==> config.mk <==
export PLATFORM = sky130hd
export DESIGN_NAME = wash_step_sequencer
export DESIGN_NICKNAME = d
export VERILOG_FILES = /design/src/verilog/wash_step_pkg.sv /design/src/verilog/wash_step_sequencer.sv /design/src/verilog/inject_timer.sv
export SDC_FILE = /design/constraint.sdc
export NUM_CORES = 1
export LEC_CHECK = 0
export BUFFER_PORTS_ARGS = -buffer_cell sky130_fd_sc_hd__buf_2
export CAP_MARGIN = 20
export CORE_UTILIZATION = 35
export DETAILED_ROUTE_END_ITERATION = 7
export PLACE_DENSITY_LB_ADDON = 0.2
export SYNTH_ARGS = -nofsm -noshare
export SYNTH_HDL_FRONTEND = slang
export SYNTH_SLANG_ARGS = --single-unit
==> constraint.sdc <==
create_clock -name clk -period 14.1 [get_ports clk]
set_input_delay 1.41 -clock clk [delete_from_list [all_inputs] [get_ports clk]]
set_output_delay 1.41 -clock clk [all_outputs]
set_load 0.005 [all_outputs]
==> src/verilog/wash_step_pkg.sv <==
// Constants and types shared by the wash step sequencer
package wash_step_pkg;
  localparam int CLK_HZ = 200000000;
  localparam int TICK_CYCLES = CLK_HZ;
  localparam logic [3:0] CODE_END = 4'h0;
  localparam logic [3:0] CODE_SOAK_LO = 4'h1;
  localparam logic [3:0] CODE_FLUSH_LO = 4'h4;
  localparam logic [3:0] CODE_FINISH = 4'hd;
  localparam logic [3:0] CODE_EXTRACT = 4'he;
  localparam int NUM_CHEM = 5;
  localparam logic [7:0] CHEM_SECONDS = 8'h1e;
  localparam logic [7:0] CHEM1_DEFAULT = 8'h1e;
  localparam logic [7:0] FLUSH_DELAY_SECONDS = 8'h14;
  localparam logic [7:0] FLUSH_ON_SECONDS = 8'h1e;
  localparam logic [7:0] SPIN_SECONDS = 8'h04;
  localparam logic [3:0] MAX_MINUTES = 4'h6;
  localparam logic [3:0] MAX_MINUTES_LO = 4'h3;
  localparam logic [1:0] MAX_QUARTER = 2'h3;
  localparam logic [3:0] SECONDS_PER_QUARTER = 4'hf;
  localparam int STEP_SEC_W = 12;
  localparam logic [STEP_SEC_W-1:0] MINUTES_PER_TEN = 12'h00a;
  localparam logic [STEP_SEC_W-1:0] SECONDS_PER_MINUTE = 12'h03c;
  localparam logic [3:0] BCD_DIGIT_MAX = 4'h9;
  localparam logic [1:0] TEMP_NONE = 2'h0;
  localparam logic [1:0] TEMP_HOT = 2'h1;
  localparam logic [1:0] TEMP_COLD = 2'h2;
  localparam logic [1:0] TEMP_SPLIT = 2'h3;
  localparam logic [1:0] MOT_NONE = 2'h0;
  localparam logic [1:0] MOT_REVERSE = 2'h1;
  localparam logic [1:0] MOT_CW = 2'h2;
  localparam logic [1:0] SPD_NONE = 2'h0;
  localparam logic [1:0] SPD_WASH = 2'h1;
  localparam logic [1:0] SPD_DRAIN = 2'h2;
  localparam logic [1:0] SPD_EXTRACT = 2'h3;
  typedef enum logic [4:0] {
    ST_IDLE  = 5'b00001,
    ST_WAIT  = 5'b00010,
    ST_RUN   = 5'b00100,
    ST_SPIN  = 5'b01000,
    ST_DRAIN = 5'b10000
  } step_state_e;
endpackage

==> src/verilog/wash_step_sequencer.sv <==
// Wash formula step sequencer with chemical injection timing
`timescale 1ns/1ps
// Behaviour
// Type code selects end, soak, flush, wash, rinse, finish or extract behaviour
// Step timer clears and starts at bath level, or extract speed command
// Step ends when elapsed time equals programmed step time
// Step time is two minute digits plus quarter digit, at most 633
// No injection for extract or end-of-formula steps
// Each injection lasts 30 s, chemical 1 its configured duration
// Five chemical outputs and one manifold flush output
// Five per-step select bits, 1 injects, 0 does not
// All selected chemicals start together when bath level is reached
// Flush starts 20 s after injection ends, lasts 30 s
// Operator reconfigures at installation and after memory errors
// Chemical 1 duration per formula, up to 255 s, 0 disables
// After bath time: clockwise wash speed 4 s, then drain speed, drain
// One-second tick advances step timer and all duration counters
module wash_step_sequencer
  import wash_step_pkg::*;
#(
  parameter int TICK_DIV = TICK_CYCLES
)
(
  // Clock and reset
  input  wire logic                  clk,
  input  wire logic                  srst,
  // Step program
  input  wire logic                  stepStart,
  input  wire logic [3:0]            stepTypeCode,
  input  wire logic [3:0]            minTens,
  input  wire logic [3:0]            minOnes,
  input  wire logic [1:0]            stepTimeQuarter,
  input  wire logic [NUM_CHEM-1:0]   chemSelect,
  input  wire logic [7:0]            chem1Seconds,
  // Machine status
  input  wire logic                  levelReached,
  input  wire logic                  drainSpeedReached,
  // Outputs
  output logic [1:0]                 fillTemp,
  output logic [1:0]                 motion,
  output logic [1:0]                 speed,
  output logic                       drainOpen,
  output logic                       stepDone,
  output logic                       formulaEnd,
  output logic                       settingError,
  output logic [NUM_CHEM-1:0]        chemOut,
  output logic                       manifoldFlush,
  output logic [STEP_SEC_W-1:0]      elapsed
);
  ////////////////////////////////////////////////////////////////////
  logic [31:0] divCount;
  logic [31:0] next_divCount;
  logic        tick;
  logic        next_tick;
  always_comb
  begin
    next_tick = 1'b0;
    next_divCount = divCount + 32'h1;
    if (divCount == 32'(TICK_DIV - 1))
    begin
      next_divCount = 32'h0;
      next_tick = 1'b1;
    end
  end
  always_ff @(posedge clk)
  begin
    if (srst)
    begin
      divCount <= 32'h0;
      tick <= 1'b0;
    end
    else
    begin
      divCount <= next_divCount;
      tick <= next_tick;
    end
  end
  ////////////////////////////////////////////////////////////////////
  // Step time in seconds; digits widened first so products of in-range settings cannot wrap
  logic [STEP_SEC_W-1:0] target;
  logic                  timeValid;
  assign target = (STEP_SEC_W'(minTens) * MINUTES_PER_TEN + STEP_SEC_W'(minOnes))
                  * SECONDS_PER_MINUTE
                + STEP_SEC_W'(stepTimeQuarter) * STEP_SEC_W'(SECONDS_PER_QUARTER);
  assign timeValid = (minTens < MAX_MINUTES ||
                      (minTens == MAX_MINUTES && minOnes <= MAX_MINUTES_LO))
                     && minOnes <= BCD_DIGIT_MAX;
  logic isExtract;
  logic isBath;
  assign isExtract = (stepTypeCode == CODE_EXTRACT);
  assign isBath = (stepTypeCode >= CODE_SOAK_LO) && (stepTypeCode <= CODE_FINISH);
  ////////////////////////////////////////////////////////////////////
  step_state_e           state;
  step_state_e           next_state;
  logic [STEP_SEC_W-1:0] timer;
  logic [STEP_SEC_W-1:0] next_timer;
  logic [STEP_SEC_W-1:0] goal;
  logic [STEP_SEC_W-1:0] next_goal;
  logic [3:0]            code;
  logic [3:0]            next_code;
  logic [NUM_CHEM-1:0]   sel;
  logic [NUM_CHEM-1:0]   next_sel;
  logic [7:0]            spin;
  logic [7:0]            next_spin;
  logic                  next_stepDone;
  logic                  next_formulaEnd;
  logic                  next_settingError;
  logic                  next_drainOpen;
  logic [1:0]            next_fillTemp;
  logic [1:0]            next_motion;
  logic [1:0]            next_speed;
  logic                  fire;
  always_comb
  begin
    next_state = state;
    next_timer = timer;
    next_goal = goal;
    next_code = code;
    next_sel = sel;
    next_spin = spin;
    next_stepDone = 1'b0;
    next_formulaEnd = formulaEnd;
    next_settingError = settingError;
    next_drainOpen = 1'b0;
    next_fillTemp = TEMP_NONE;
    next_motion = MOT_NONE;
    next_speed = SPD_NONE;
    fire = 1'b0;
    unique case (state)
      ST_IDLE:
      begin
        if (stepStart)
        begin
          next_code = stepTypeCode;
          next_goal = target;
          next_settingError = !timeValid;
          next_formulaEnd = (stepTypeCode == CODE_END);
          next_sel = (isBath) ? chemSelect : '0;
          if (isBath || isExtract)
            next_state = ST_WAIT;
        end
      end
      ST_WAIT:
      begin
        next_timer = '0;
        if (code == CODE_EXTRACT)
        begin
          next_motion = MOT_CW;
          next_speed = SPD_EXTRACT;
          next_state = ST_RUN;
        end
        else
        begin
          next_fillTemp = (code == CODE_FINISH) ? TEMP_COLD
                        : 2'(((code - CODE_SOAK_LO) % 4'h3) + 4'h1);
          if (levelReached)
          begin
            fire = 1'b1;
            next_state = ST_RUN;
          end
        end
      end
      ST_RUN:
      begin
        if (code == CODE_EXTRACT)
        begin
          next_motion = MOT_CW;
          next_speed = SPD_EXTRACT;
        end
        else if (code >= CODE_FLUSH_LO)
        begin
          next_motion = MOT_REVERSE;
          next_speed = SPD_WASH;
        end
        if (timer == goal)
        begin
          next_spin = '0;
          if (code == CODE_EXTRACT)
          begin
            next_stepDone = 1'b1;
            next_state = ST_IDLE;
          end
          else
            next_state = ST_SPIN;
        end
        else if (tick)
          next_timer = timer + 1'b1;
      end
      ST_SPIN:
      begin
        next_motion = MOT_CW;
        next_speed = SPD_WASH;
        if (tick)
          next_spin = spin + 8'h01;
        if (spin == SPIN_SECONDS)
          next_state = ST_DRAIN;
      end
      ST_DRAIN:
      begin
        next_motion = MOT_CW;
        next_speed = SPD_DRAIN;
        if (drainSpeedReached)
        begin
          next_drainOpen = 1'b1;
          next_stepDone = 1'b1;
          next_state = ST_IDLE;
        end
      end
    endcase
  end
  always_ff @(posedge clk)
  begin
    if (srst)
    begin
      state <= ST_IDLE;
      timer <= '0;
      goal <= '0;
      code <= CODE_END;
      sel <= '0;
      spin <= 8'h00;
      stepDone <= 1'b0;
      formulaEnd <= 1'b0;
      settingError <= 1'b0;
      drainOpen <= 1'b0;
      fillTemp <= TEMP_NONE;
      motion <= MOT_NONE;
      speed <= SPD_NONE;
    end
    else
    begin
      state <= next_state;
      timer <= next_timer;
      goal <= next_goal;
      code <= next_code;
      sel <= next_sel;
      spin <= next_spin;
      stepDone <= next_stepDone;
      formulaEnd <= next_formulaEnd;
      settingError <= next_settingError;
      drainOpen <= next_drainOpen;
      fillTemp <= next_fillTemp;
      motion <= next_motion;
      speed <= next_speed;
    end
  end
  assign elapsed = timer;
  ////////////////////////////////////////////////////////////////////
  // Chemical channels; counters hold the live level, outputs re-registered
  logic [NUM_CHEM-1:0] chemLive;
  genvar g;
  generate
    for (g = 0; g < NUM_CHEM; g++)
    begin : g_chem
      inject_timer u_chem (
        .clk     (clk),
        .srst    (srst),
        .tick    (tick),
        .start   (fire && sel[g]),
        .seconds ((g == 0) ? chem1Seconds : CHEM_SECONDS),
        .active  (chemLive[g])
      );
    end
  endgenerate
  // Flush: delay after the last injection falls, then fixed on time
  logic       anyChem;
  logic       anyChemD;
  logic [7:0] gap;
  logic [7:0] next_gap;
  logic       flushLive;
  assign anyChem = |chemLive;
  always_comb
  begin
    next_gap = gap;
    if (anyChem)
      next_gap = 8'h00;
    else if (anyChemD)
      next_gap = FLUSH_DELAY_SECONDS;
    else if (tick && gap != 8'h00)
      next_gap = gap - 8'h01;
  end
  always_ff @(posedge clk)
  begin
    if (srst)
    begin
      gap <= 8'h00;
      anyChemD <= 1'b0;
      chemOut <= '0;
      manifoldFlush <= 1'b0;
    end
    else
    begin
      gap <= next_gap;
      anyChemD <= anyChem;
      chemOut <= chemLive;
      manifoldFlush <= flushLive;
    end
  end
  inject_timer u_flush (
    .clk     (clk),
    .srst    (srst),
    .tick    (tick),
    .start   (gap == 8'h01 && tick && !anyChem),
    .seconds (FLUSH_ON_SECONDS),
    .active  (flushLive)
  );
  ////////////////////////////////////////////////////////////////////
  property p_extract_no_chem;
    @(posedge clk) disable iff (srst)
      (state == ST_WAIT && code == CODE_EXTRACT) |-> sel == '0 && !fire;
  endproperty
  a_extract_no_chem: assert property (p_extract_no_chem) else $error("chem in extract");
  property p_done_on_match;
    @(posedge clk) disable iff (srst)
      (state == ST_RUN && timer == goal && code == CODE_EXTRACT) |=> stepDone;
  endproperty
  a_done_on_match: assert property (p_done_on_match) else $error("step not ended");
  property p_timer_zero;
    @(posedge clk) disable iff (srst)
      (state == ST_WAIT) |=> timer == '0;
  endproperty
  a_timer_zero: assert property (p_timer_zero) else $error("timer not cleared");
  property p_chem_start;
    @(posedge clk) disable iff (srst)
      (fire && sel[1]) |=> ##1 chemOut[1];
  endproperty
  a_chem_start: assert property (p_chem_start) else $error("chem not started");
  property p_spin_cw;
    @(posedge clk) disable iff (srst)
      (state == ST_SPIN) |=> motion == MOT_CW && speed == SPD_WASH;
  endproperty
  a_spin_cw: assert property (p_spin_cw) else $error("spin motion wrong");
  property p_extract_motion;
    @(posedge clk) disable iff (srst)
      (state == ST_RUN && code == CODE_EXTRACT) |=> speed == SPD_EXTRACT;
  endproperty
  a_extract_motion: assert property (p_extract_motion) else $error("extract speed");
  property p_no_flush_during_chem;
    @(posedge clk) disable iff (srst)
      anyChem |=> ##1 !$rose(manifoldFlush);
  endproperty
  a_no_flush_during_chem: assert property (p_no_flush_during_chem) else $error("flush early");
  property p_tick_single;
    @(posedge clk) disable iff (srst)
      tick |=> !tick;
  endproperty
  a_tick_single: assert property (p_tick_single) else $error("tick too long");
  c_bath: cover property (@(posedge clk) disable iff (srst) state == ST_DRAIN ##1 stepDone);
  c_extract: cover property (@(posedge clk) disable iff (srst) stepDone && code == CODE_EXTRACT);
  c_flush: cover property (@(posedge clk) disable iff (srst) $rose(manifoldFlush));
endmodule

==> src/verilog/inject_timer.sv <==
// One timed chemical or manifold-flush output channel
`timescale 1ns/1ps
module inject_timer
  import wash_step_pkg::*;
(
  // Clock and reset
  input  wire logic       clk,
  input  wire logic       srst,
  // Control
  input  wire logic       tick,
  input  wire logic       start,
  input  wire logic [7:0] seconds,
  // Output
  output logic            active
);
  logic [7:0] remain;
  logic [7:0] next_remain;
  always_comb
  begin
    next_remain = remain;
    if (start)
      next_remain = seconds;
    else if (tick && remain != 8'h00)
      next_remain = remain - 8'h01;
  end
  always_ff @(posedge clk)
  begin
    if (srst)
      remain <= 8'h00;
    else
      remain <= next_remain;
  end
  assign active = (remain != 8'h00);
endmodule

# Yosys cells after proc, flatten, opt, wreduce, memory -nomap -nowiden
# Index checks and enable logic that the tools add are counted.
dict set report word_totals {
  in_bits 32
  word_cells 181
  register_bits 152
  out_inout_bits 28
}
dict set report op_classes {
  order_cmp 6
  multipliers 3
  mux 46
  div_mod_pow 1
  n_eq_ne 22
  n_addsub 14
  bitwise 2
  reduce_logical 55
}
# cell n
set op_table {}
lappend op_table {{two-way mux 5 bit} 20}
lappend op_table {{nonzero test 8 bit} 7}
lappend op_table {{subtractor 8 x 1 -> 8 bit (second input constant)} 7}
lappend op_table {{adder 32 x 1 -> 32 bit (second input constant)} 1}
lappend op_table {{equality test 32 x 28 -> 1 bit (second input constant)} 1}
lappend op_table {{two-way mux 8 bit} 4}
lappend op_table {{case mux 5 bit (5 select lines)} 1}
lappend op_table {{two-way mux 12 bit} 2}
lappend op_table {{case mux 12 bit (2 select lines)} 1}
lappend op_table {{nonzero test 2 bit} 9}
lappend op_table {{logical AND 1 bit} 17}
lappend op_table {{inequality test 2 bit (second input constant)} 8}
lappend op_table {{case mux 8 bit (2 select lines)} 1}
lappend op_table {{OR reduction 2 bit} 8}
lappend op_table {{adder 12 x 1 -> 12 bit (second input constant)} 1}
lappend op_table {{adder 12 x 6 -> 12 bit} 1}
lappend op_table {{equality test 12 bit} 1}
lappend op_table {{equality test 4 bit (second input constant)} 3}
lappend op_table {{multiplier 9 x 4 -> 10 bit (second input constant)} 1}
lappend op_table {{two-way mux 2 bit} 5}
lappend op_table {{adder 8 x 4 -> 9 bit} 1}
lappend op_table {{adder 8 x 1 -> 8 bit (second input constant)} 1}
lappend op_table {{equality test 8 x 1 -> 1 bit (second input constant)} 1}
lappend op_table {{equality test 8 x 3 -> 1 bit (second input constant)} 1}
lappend op_table {{34 further kinds} 46}

# Longest topological paths before layout
# Gate-level depths: netlist of the first run.
dict set report logic_depth {
  word_depth 6
  ltp_mapped 18
}

# Cells and area by module
# Synthesis of the first run repeated with hierarchy kept, for this count alone.
dict set report unflattened {
  cells_unflattened 1124
  area_unflattened_um2 9357.7
}
# module area_each_um2 seq_area_each_um2 n_inst cells_each
set by_module_without_submodules {}
lappend by_module_without_submodules {wash_step_sequencer 6159.7 2082.0 1 722}
lappend by_module_without_submodules {inject_timer 533.0 160.2 6 67}

# Worst setup path after synthesis of the first run
# No wires, ideal clock.
dict set report synth_path {
  path_type {input-to-reg}
  from {input port minTens[0]}
  to {register goal[11]}
  setup_ps 86
  path_stages 17
  slack_ps 8709
  arrival_time_ps 5306
  path_cell_list {ha_1 ha_1 a21oi_1 nand2_1 xnor2_1 fa_1 fa_1 inv_1 ha_1 o21ai_0 nor2_1 o21ai_0 a21boi_0 o21a_1 nor2_1 xnor3_1 a211oi_1}
}
dict set report synth_via {
  elab_chain_len 4
}
# item line
set synth_rtl {}
lappend synth_rtl {{start, declared} wash_step_sequencer.sv:30} ;# input wire logic [3:0] minTens,
lappend synth_rtl {{multiplier 4 x 3 -> 7 bit} wash_step_sequencer.sv:82} ;# assign target = (STEP_SEC_W'(minTens) * MINUTES_PER_TEN + STEP_SEC_W'(minOnes))
lappend synth_rtl {{adder 8 x 4 -> 9 bit} wash_step_sequencer.sv:82}
lappend synth_rtl {{multiplier 9 x 4 -> 10 bit} wash_step_sequencer.sv:83} ;# * SECONDS_PER_MINUTE
lappend synth_rtl {{adder 12 x 6 -> 12 bit} wash_step_sequencer.sv:84} ;# + STEP_SEC_W'(stepTimeQuarter) * STEP_SEC_W'(SECONDS_PER_QUARTER);
lappend synth_rtl {{end signal, assigned} wash_step_sequencer.sv:233} ;# goal <= next_goal;
lappend synth_rtl {{end, declared} wash_step_sequencer.sv:97} ;# logic [STEP_SEC_W-1:0] goal;
# Every way passes these cells.
# A chain may end at the register's enable or synchronous reset.

# Worst setup path in the final report of the first run
dict set report layout_path {
  from {input port minTens[2]}
  to {register goal[11]}
}
# Same word-level chain as after synthesis.

==> results.txt, run 1 <==
grt ovf: 0
slowest cell delay on critical path: 0.54 ns
Critical Path AT: 5.74 ns
most frequent cells in the layout: dfxtp_1, nor2_1, nand2_1, inv_1
post-route ant nets: 0
Worst-Margin Slew: 0.715 ns
Peak VDD IR: 0.0896 mV
Storage cell area: 3040 um2
Die Span X: 154 um
Netlist Area Pre-Place: 8120 um2
CTS H-tree lvls: 4
outcome: finished, final reports clean
number of diodes: 0
Num CTS Buffers: 17
FF+latch count, synth: 152
HP Class: register to register
Layout Nets: 1,107
share of cells above drive strength 1: 10.4%
synth unique cells: 59
Fmax: 0.185 GHz
DRC Markers: 0
area occupied by multi-input gates: 4720 um2
Slowest cell on crit path: fa_1
most common flop cell mapped by yosys: dfxtp_1
Max Buffers Root-to-Sink: 2
Min Clock Period, post-route: 5.40 ns
port buffer count: 59
fraction of registers with async set/reset: 0%
Post-Syn Nets: 1,054
Initial Utilization: 35.8%
Worst-Skew Late Latency: 0.42 ns
largest net degree at the start of global routing: 55
post-route cell area: 9350 um2
total chip power: 1.35 mW
I/O pins: 60
setup total negative slack: 0 ns
cts repair resizes: 0
R2R cell count: 13
commonest non-fill, non-tap cell in the layout: dfxtp_1
Core Rows: 55
vias: 6,343
hold depth: 1
Die H: 154 um
final-report setup violation count: 0
Area after DPL: 8730 um2
clock sinks: 152
Post-DP HPWL: 12,400 um
max_cap viols: 0
CTS tree: done
Synthesis Warnings: 0
hold_buf cts: 0
CP endpoint kind: register
max_slew headroom: 52.3%
Avg Vias per Cell: 4.84
most used cell, CP: ha_1
WL/cell: 12.9 um
gpl congestion: 0.731
P per Cell Area: 144 nW/um2
dpl ws: 8.24 ns
Pleak: 3.79 nW
critical-path cell list: buf_2 -> ha_1 -> ha_1 -> a21oi_1 -> nand2_1 -> xnor2_1 -> fa_1 -> fa_1 -> inv_1 -> ha_1 -> o21ai_0 -> nor2_1 -> o21ai_0 -> a21boi_0 -> o21a_1 -> nor2_1 -> xnor3_1 -> a211oi_1
DRT Wirelength: 16,900 um
vias in the first global route: 6,053
Die ar.: 23,800 um2
Worst Skew: 0.00757 ns
first-pass GRT wire length: 29,000 um
Post-Synthesis Cells: 961
fillers: 2,360
Total GRT Usage: 15.0%
final hold violation count: 0
Post-synth EDFFs: 0
Setup Crit Path Kind: input pin to register
pins over their slew limit: 0
unrepaired setup endpoints after global routing: false
Area growth syn-to-layout: 15.0%
Worst Path Required: 14.44 ns
Post-Syn Area per Cell: 8.45 um2
largest fanout on the critical path: 5
DRT iter0 DRCs: 226
core region area: 22,700 um2
Startpoint Class: input pin
sequential-to-total area share from yosys stat: 37.5%
setup bufs post-CTS: 0
Final period util: 38.3%
CTS clk-pin slew, worst paths: 0.06 ns
drt first pass iters: 4
antenna violations before repair: 0
worst setup margin: 8.70 ns
root buf cell: clkbuf_16
## sequential cells by signal, summed over array words and instances (netlist names), 2 cells and up
name	count
chemOut	5
gap	8
spin	8
goal	12
divCount	32
motion	2
fillTemp	2
speed	2
g_chem.u_chem.remain	40
elapsed	12
sel	5
u_flush.remain	8
code	4
state	5
## cells by family (layout without fill, tap and decap cells)
logic type | after synthesis | count (layout) | synth area share (%)
flip-flops | 152 | 152 | 37.5
buffers and inverters | 99 | 164 | 4.59
adder cells (fa/ha/maj) | 61 | 61 | 10.8
AND/OR/NAND/NOR | 392 | 392 | 23.9
AO/OA/AOI/OAI | 131 | 131 | 9.37
XOR/XNOR | 122 | 122 | 13.4
multiplexers | 4 | 4 | 0.508
## path summary, 6_finish.rpt
check,start,to,slack (ns)
hold / removal,divCount[0],divCount[0],0.45
hold reg to reg,divCount[0],divCount[0],0.45
setup reg to reg,code[0],fillTemp[1],11.26
setup / recovery,minTens[2],goal[11],8.70
## power breakdown
group / switching, mW / total (mW) / internal [mW]
Sequential: 0.0111 / 0.454 / 0.443
Combinational: 0.221 / 0.411 / 0.190
Clock: 0.183 / 0.483 / 0.300
## cells in the mapped netlist (all sizes together), types with 3 or more instances
| master | n | area [um2] |
|---|---|---|
| and3 | 14 | 87.6 |
| nor4b | 7 | 67.6 |
| a211oi | 16 | 125 |
| nand2b | 5 | 31.3 |
| xor2 | 65 | 569 |
| clkbuf | 26 | 97.6 |
| or3b | 3 | 28.8 |
| o21a | 4 | 30.0 |
| a31oi | 7 | 43.8 |
| dfxtp | 152 | 3040 |
| or4 | 3 | 23.8 |
| nor3 | 39 | 200 |
| nand3 | 34 | 175 |
| and2 | 12 | 76.3 |
| nor2 | 125 | 477 |
| nor4 | 17 | 106 |
| nand4 | 17 | 106 |
| or3 | 15 | 98.8 |
| a21oi | 65 | 325 |
| mux2i | 3 | 30.0 |
| ha | 46 | 576 |
| and4 | 3 | 26.3 |
| o21ai | 25 | 125 |
| nor2b | 4 | 25.0 |
| xnor2 | 56 | 498 |
| nand2 | 80 | 300 |
| nand3b | 9 | 67.6 |
| inv | 71 | 267 |
| fa | 15 | 300 |
| a21o | 3 | 22.5 |
## through the flow
step	utilization (%)	hold WS, ns	std cells
after floorplan	-	0.418	961
after global placement	38.3	0.436	1279
after detailed placement	38.4	0.442	1280
after CTS	41.2	0.452	1311
after global routing	41.2	0.460	1311
final	41.2	0.448	1311
## routing by layer
metal	GRT usage (%)	vias to the layer above	part of all wire [%]
met5	0	-	0
met4	4.76	0	1.2
met3	3.31	13	3.5
met2	24.4	79	44
met1	19.8	2887	51
li1	-	3364	-
## final cells by class
| class | count | area share, % |
|---|---|---|
| Timing Repair Buffer | 62 | 3.61 |
| Clock inverter | 11 | 1.83 |
| Tap cell | 285 | 3.82 |
| Clock buffer | 20 | 4.78 |
| Sequential cell | 152 | 32.6 |
| Multi-Input combinational cell | 710 | 50.5 |
| Inverter | 71 | 2.85 |
## critical path: cells and delay by family
family | cells | cell delay, ns
simple gates | 3 | 0.29
fa+ha+maj | 5 | 2.01
compound gates | 6 | 1.03
buf+inv | 2 | 0.17
xor+xnor | 2 | 0.82
(Power assumes the default switching activity.)
==> run 2, diff against run 1 <==
Clock period 14.1 ns to 5.1 ns, I/O delays scaled along.
==> run 2 against run 1 <==
Compared with the run above: combinational power grew to 2.8 times the previous value; via count is 0.57% higher; hold slack worse by 0.11 ns; clock-buffer cell count stayed put; critical path depth stayed put; wire length hardly changed; worst setup slack worse by 7.9 ns; core utilization hardly changed; clock power grew to 2.7 times the previous value; cell count is 0.23% higher; critical endpoint unchanged.
==> results.txt, run 2 (synthesis results as in run 1) <==
outcome: finished, final reports clean
Die Span X: 154 um
largest net degree at the start of global routing: 88
core region area: 22,700 um2
Core Rows: 55
clock sinks: 152
vias in the first global route: 6,056
drt first pass iters: 4
antenna violations before repair: 0
first-pass GRT wire length: 29,300 um
Top reg by flops: g_chem.u_chem.remain
Die H: 154 um
Worst Path Required: 5.43 ns
vias: 6,379
WL/cell: 12.9 um
CTS H-tree lvls: 4
Worst-Skew Late Latency: 0.43 ns
CTS clk-pin slew, worst paths: 0.07 ns
Worst-Margin Slew: 0.963 ns
fillers: 2,289
cts repair resizes: 0
Total GRT Usage: 15.1%
gpl congestion: 0.747
hold_buf cts: 0
CP endpoint kind: register
max reg flops: 40
Num CTS Buffers: 17
post-route ant nets: 0
HP Class: input pin to register
I/O pins: 60
setup total negative slack: 0 ns
number of diodes: 0
WHS: 0.342 ns
final hold violation count: 0
largest fanout on the critical path: 4
share of cells above drive strength 1: 10.7%
setup bufs post-CTS: 0
DRC Markers: 0
Setup Crit Path Kind: input pin to register
Area growth syn-to-layout: 15.0%
Post-DP HPWL: 12,500 um
total chip power: 3.72 mW
Layout Nets: 1,109
pins over their slew limit: 0
Peak VDD IR: 0.203 mV
Min Clock Period, post-route: 4.30 ns
grt ovf: 0
most frequent cells in the layout: dfxtp_1, nor2_1, nand2_1, inv_1
DRT iter0 DRCs: 216
max_slew headroom: 35.8%
final-report setup violation count: 0
Max Buffers Root-to-Sink: 2
Fmax: 0.233 GHz
root buf cell: clkbuf_16
Largest regs: g_chem.u_chem.remain (40), divCount (32)
Startpoint Class: input pin
Final period util: 84.2%
commonest non-fill, non-tap cell in the layout: dfxtp_1
Pleak: 3.79 nW
max_cap viols: 0
Initial Utilization: 35.8%
Critical Path AT: 4.62 ns
DRT Wirelength: 16,900 um
port buffer count: 59
Die ar.: 23,800 um2
CTS tree: done
Avg Vias per Cell: 4.85
unrepaired setup endpoints after global routing: false
P per Cell Area: 398 nW/um2
Worst Skew: 0.0167 ns
[run 2: path summary, 6_finish.rpt]
path                                    end          start  slack (ns)  depth (start not counted)
worst max-delay path               goal[11]     minTens[2]        0.80                         18
worst min-delay path                 sel[0]  chemSelect[0]        0.34                          3
worst max register to register  fillTemp[1]        code[0]        2.25                         13
worst min register to register  divCount[0]    divCount[0]        0.45                          1
[run 2: layout make-up]
| cell class | instances | area [um2] | share of cell area [%] |
|---|---|---|---|
| clock inverter | 12 | 165 | 1.77 |
| inverter | 71 | 267 | 2.85 |
| timing repair buffer | 64 | 340 | 3.64 |
| tap | 285 | 357 | 3.82 |
| clock buffer | 20 | 447 | 4.78 |
| sequential | 152 | 3040 | 32.6 |
| multi-input combinational | 710 | 4720 | 50.6 |
[run 2: critical path, cell delays in order]
cell      delay (ns)
buf_2           0.13
ha_1            0.30
ha_1            0.31
a21oi_1         0.19
nand2_1         0.13
xnor2_1         0.22
fa_1            0.48
fa_1            0.54
inv_1           0.04
ha_1            0.32
o21ai_0         0.09
nor2_1          0.08
o21ai_0         0.23
a21boi_0        0.17
o21a_1          0.19
nor2_1          0.09
xnor3_1         0.38
a211oi_1        0.22
[run 2: stage by stage]
stage,utilization (%),instance area (um2),instances,worst slack [ns]
6_report,41.1,9340,1314,0.804
5_1_grt,41.1,9340,1314,0.514
4_1_cts,41.1,9340,1314,0.794
3_5_place_dp,38.4,8730,1282,0.338
3_3_place_gp,38.4,8710,1281,0.453
2_1_floorplan,-,8120,961,0.609
[run 2: layer usage]
metal | GRT usage (%) | vias up | part of all wire, %
met2 | 24.7 | 74 | 44
li1 | - | 3368 | -
met5 | 0 | - | 0
met3 | 2.91 | 19 | 3.1
met4 | 5.09 | 0 | 1.4
met1 | 20.1 | 2918 | 51
[run 2: power breakdown]
part / internal [mW] / switching [mW]
Clock: 0.792 / 0.521
Sequential: 1.23 / 0.0317
Combinational: 0.529 / 0.616
Total: 2.55 / 1.17
==> run 3, diff against run 2 <==
Settings changed: ABC_AREA from default to 1.
Clock period 5.1 ns to 4.5 ns, I/O delays scaled along.
==> run 3 against run 2 <==
Compared with the run above: combinational power increased by 79%; total power increased by 40%; die area rose by 14%.
==> results.txt, run 3 <==
commonest non-fill, non-tap cell in the layout: nand2_1
pins over their slew limit: 0
antenna violations before repair: 0
most used cell, CP: nand2_1
most common cell in the synthesized netlist: nand2_1
grt ovf: 0
number of diodes: 0
dpl cells: 1,679
Worst Path Required: 4.82 ns
largest net degree at the start of global routing: 63
cts repair resizes: 0
Critical Path AT: 4.35 ns
most common flop cell mapped by yosys: dfxtp_1
most frequent cells in the layout: nand2_1, inv_1, dfxtp_1, nor2_1, a21oi_1
post-synth top area share: 32.9%
gpl congestion: 0.815
switch share: 36.5%
Worst Skew: 0.0172 ns
CTS H-tree lvls: 4
Top reg by flops: g_chem.u_chem.remain
vias: 8,041
max reg flops: 40
CP endpoint kind: register
synth top area cells: dfxtp_1, nand2_1, inv_1
setup bufs post-CTS: 0
top post-synthesis cells by count: nand2_1, inv_1, dfxtp_1
Storage cell area: 3040 um2
total chip power: 5.21 mW
Peak VDD IR: 0.298 mV
Layout Nets: 1,456
hold_buf cts: 0
area occupied by multi-input gates: 5240 um2
Die ar.: 27,100 um2
Area growth syn-to-layout: 14.4%
post-route ant nets: 0
Die Span X: 165 um
Post-Synthesis Cells: 1,298
Core Rows: 59
Post-Layout Cell Count: 1,709
P per Cell Area: 492 nW/um2
fillers: 2,723
Clock Power Share: 31.0%
final hold violation count: 0
sequential share of power: 29.6%
Netlist Area Pre-Place: 9260 um2
final core occ: 40.8%
Slowest cell on crit path: fa_1
fraction of registers with async set/reset: 0%
FF+latch count, synth: 152
Combinational Power Share: 39.5%
clock sinks: 152
DRT Wirelength: 20,800 um
port buffer count: 59
DRT iter0 DRCs: 429
cell taking the most area after synthesis: dfxtp_1
slowest cell delay on critical path: 0.51 ns
Initial Utilization: 35.6%
unrepaired setup endpoints after global routing: false
DRC Markers: 0
first-pass GRT wire length: 35,800 um
drt first pass iters: 4
outcome: finished, final reports clean
HP Class: input pin to register
NetSw: 1.90 mW
Worst-Skew Late Latency: 0.43 ns
Final period util: 89.6%
Post-Syn Area per Cell: 7.13 um2
core region area: 26,000 um2
Max Buffers Root-to-Sink: 2
Power Internal: 3.31 mW
Pleak: 4.67 nW
Num CTS Buffers: 17
WL/cell: 12.2 um
CTS clk-pin slew, worst paths: 0.06 ns
Fmax: 0.248 GHz
Total GRT Usage: 16.4%
root buf cell: clkbuf_16
final-report setup violation count: 0
I/O pins: 60
share of cells above drive strength 1: 13.2%
CTS tree: done
Post-Syn Nets: 1,391
Post-DP HPWL: 15,600 um
setup total negative slack: 0 ns
sequential-to-total area share from yosys stat: 32.9%
Largest regs: g_chem.u_chem.remain (40), divCount (32)
Worst-Margin Slew: 0.980 ns
Synthesis Warnings: 0
Startpoint Class: input pin
max_cap viols: 0
max_slew headroom: 34.5%
largest fanout on the critical path: 5
Die H: 165 um
synth unique cells: 54
Post-synth EDFFs: 0
vias in the first global route: 7,681
Avg Vias per Cell: 4.71
Min Clock Period, post-route: 4.03 ns
Setup Crit Path Kind: input pin to register
==> run 3: cell types whose count changed in the layout (fill, tap and decap cells not counted), moves of 21 or more <==
| cell | before | now |
|---|---|---|
| inv_1 | 71 | 191 |
| xnor2_1 | 55 | 13 |
| inv_2 | 0 | 34 |
| nand3_1 | 33 | 70 |
| a21oi_1 | 65 | 89 |
| nand2_1 | 80 | 245 |
| nor3_1 | 38 | 17 |
==> run 3: critical path: cells and delay by family <==
family / cells / cell delay [ns]
buffers and inverters: 8 / 0.47
AND/OR/NAND/NOR: 14 / 1.29
adder cells (fa/ha/maj): 6 / 2.15
==> run 3: path summary, 6_finish.rpt <==
check	from	to	slack, ns	depth (start not counted)
max	minTens[1]	goal[11]	0.47	28
min	drainSpeedReached	drainOpen	0.28	3
max reg2reg	state[1]	elapsed[11]	1.81	9
min reg2reg	g_chem[4].u_chem.remain[5]	g_chem[4].u_chem.remain[5]	0.46	2
==> run 3: cell families (layout without fill, tap and decap cells) <==
| family | count (synthesis) | after routing | synth area share (%) |
|---|---|---|---|
| buf+inv | 253 | 329 | 10.5 |
| flops | 152 | 152 | 32.9 |
| simple gates | 578 | 578 | 29.7 |
| xor+xnor | 70 | 70 | 6.62 |
| compound gates | 184 | 184 | 10.8 |
| fa+ha+maj | 61 | 61 | 9.46 |
==> run 3: power groups by stage <==
stage / clock network, mW / registers, mW / logic [mW]
CTS: 1.67 / 1.54 / 2.09
finish: 1.61 / 1.54 / 2.06
global placement: 0 / 1.57 / 2.05
detailed placement: 0 / 1.57 / 2.07
global route: 1.72 / 1.56 / 2.42
floorplan: 0 / 1.56 / 1.61
==> run 3: cell type report <==
| cell class | instances | share of cell area (%) |
|---|---|---|
| tap | 335 | 3.96 |
| clock inverter | 12 | 2.11 |
| clock buffer | 18 | 4.05 |
| sequential | 152 | 28.7 |
| multi-input combinational | 893 | 49.5 |
| timing repair buffer | 69 | 3.50 |
| inverter | 230 | 8.16 |
==> run 3: routing by layer <==
metal	routed length (um)	share of wire (%)	GRT usage, %
met1	10200	49	21.0
met2	9560	46	27.5
met3	758	3.6	3.47
met4	270	1.3	4.88
met5	0	0	0
==> run 3: metrics by stage <==
step | instance area, um2 | worst slack, ns | hold WS (ns)
floorplan | 9260 | 0.228 | 0.429
detailed placement | 9940 | 0.0134 | 0.452
finish | 10600 | 0.468 | 0.283
global placement | 9940 | 0.0878 | 0.444
CTS | 10600 | 0.476 | 0.248
global route | 10600 | 0.0933 | 0.281
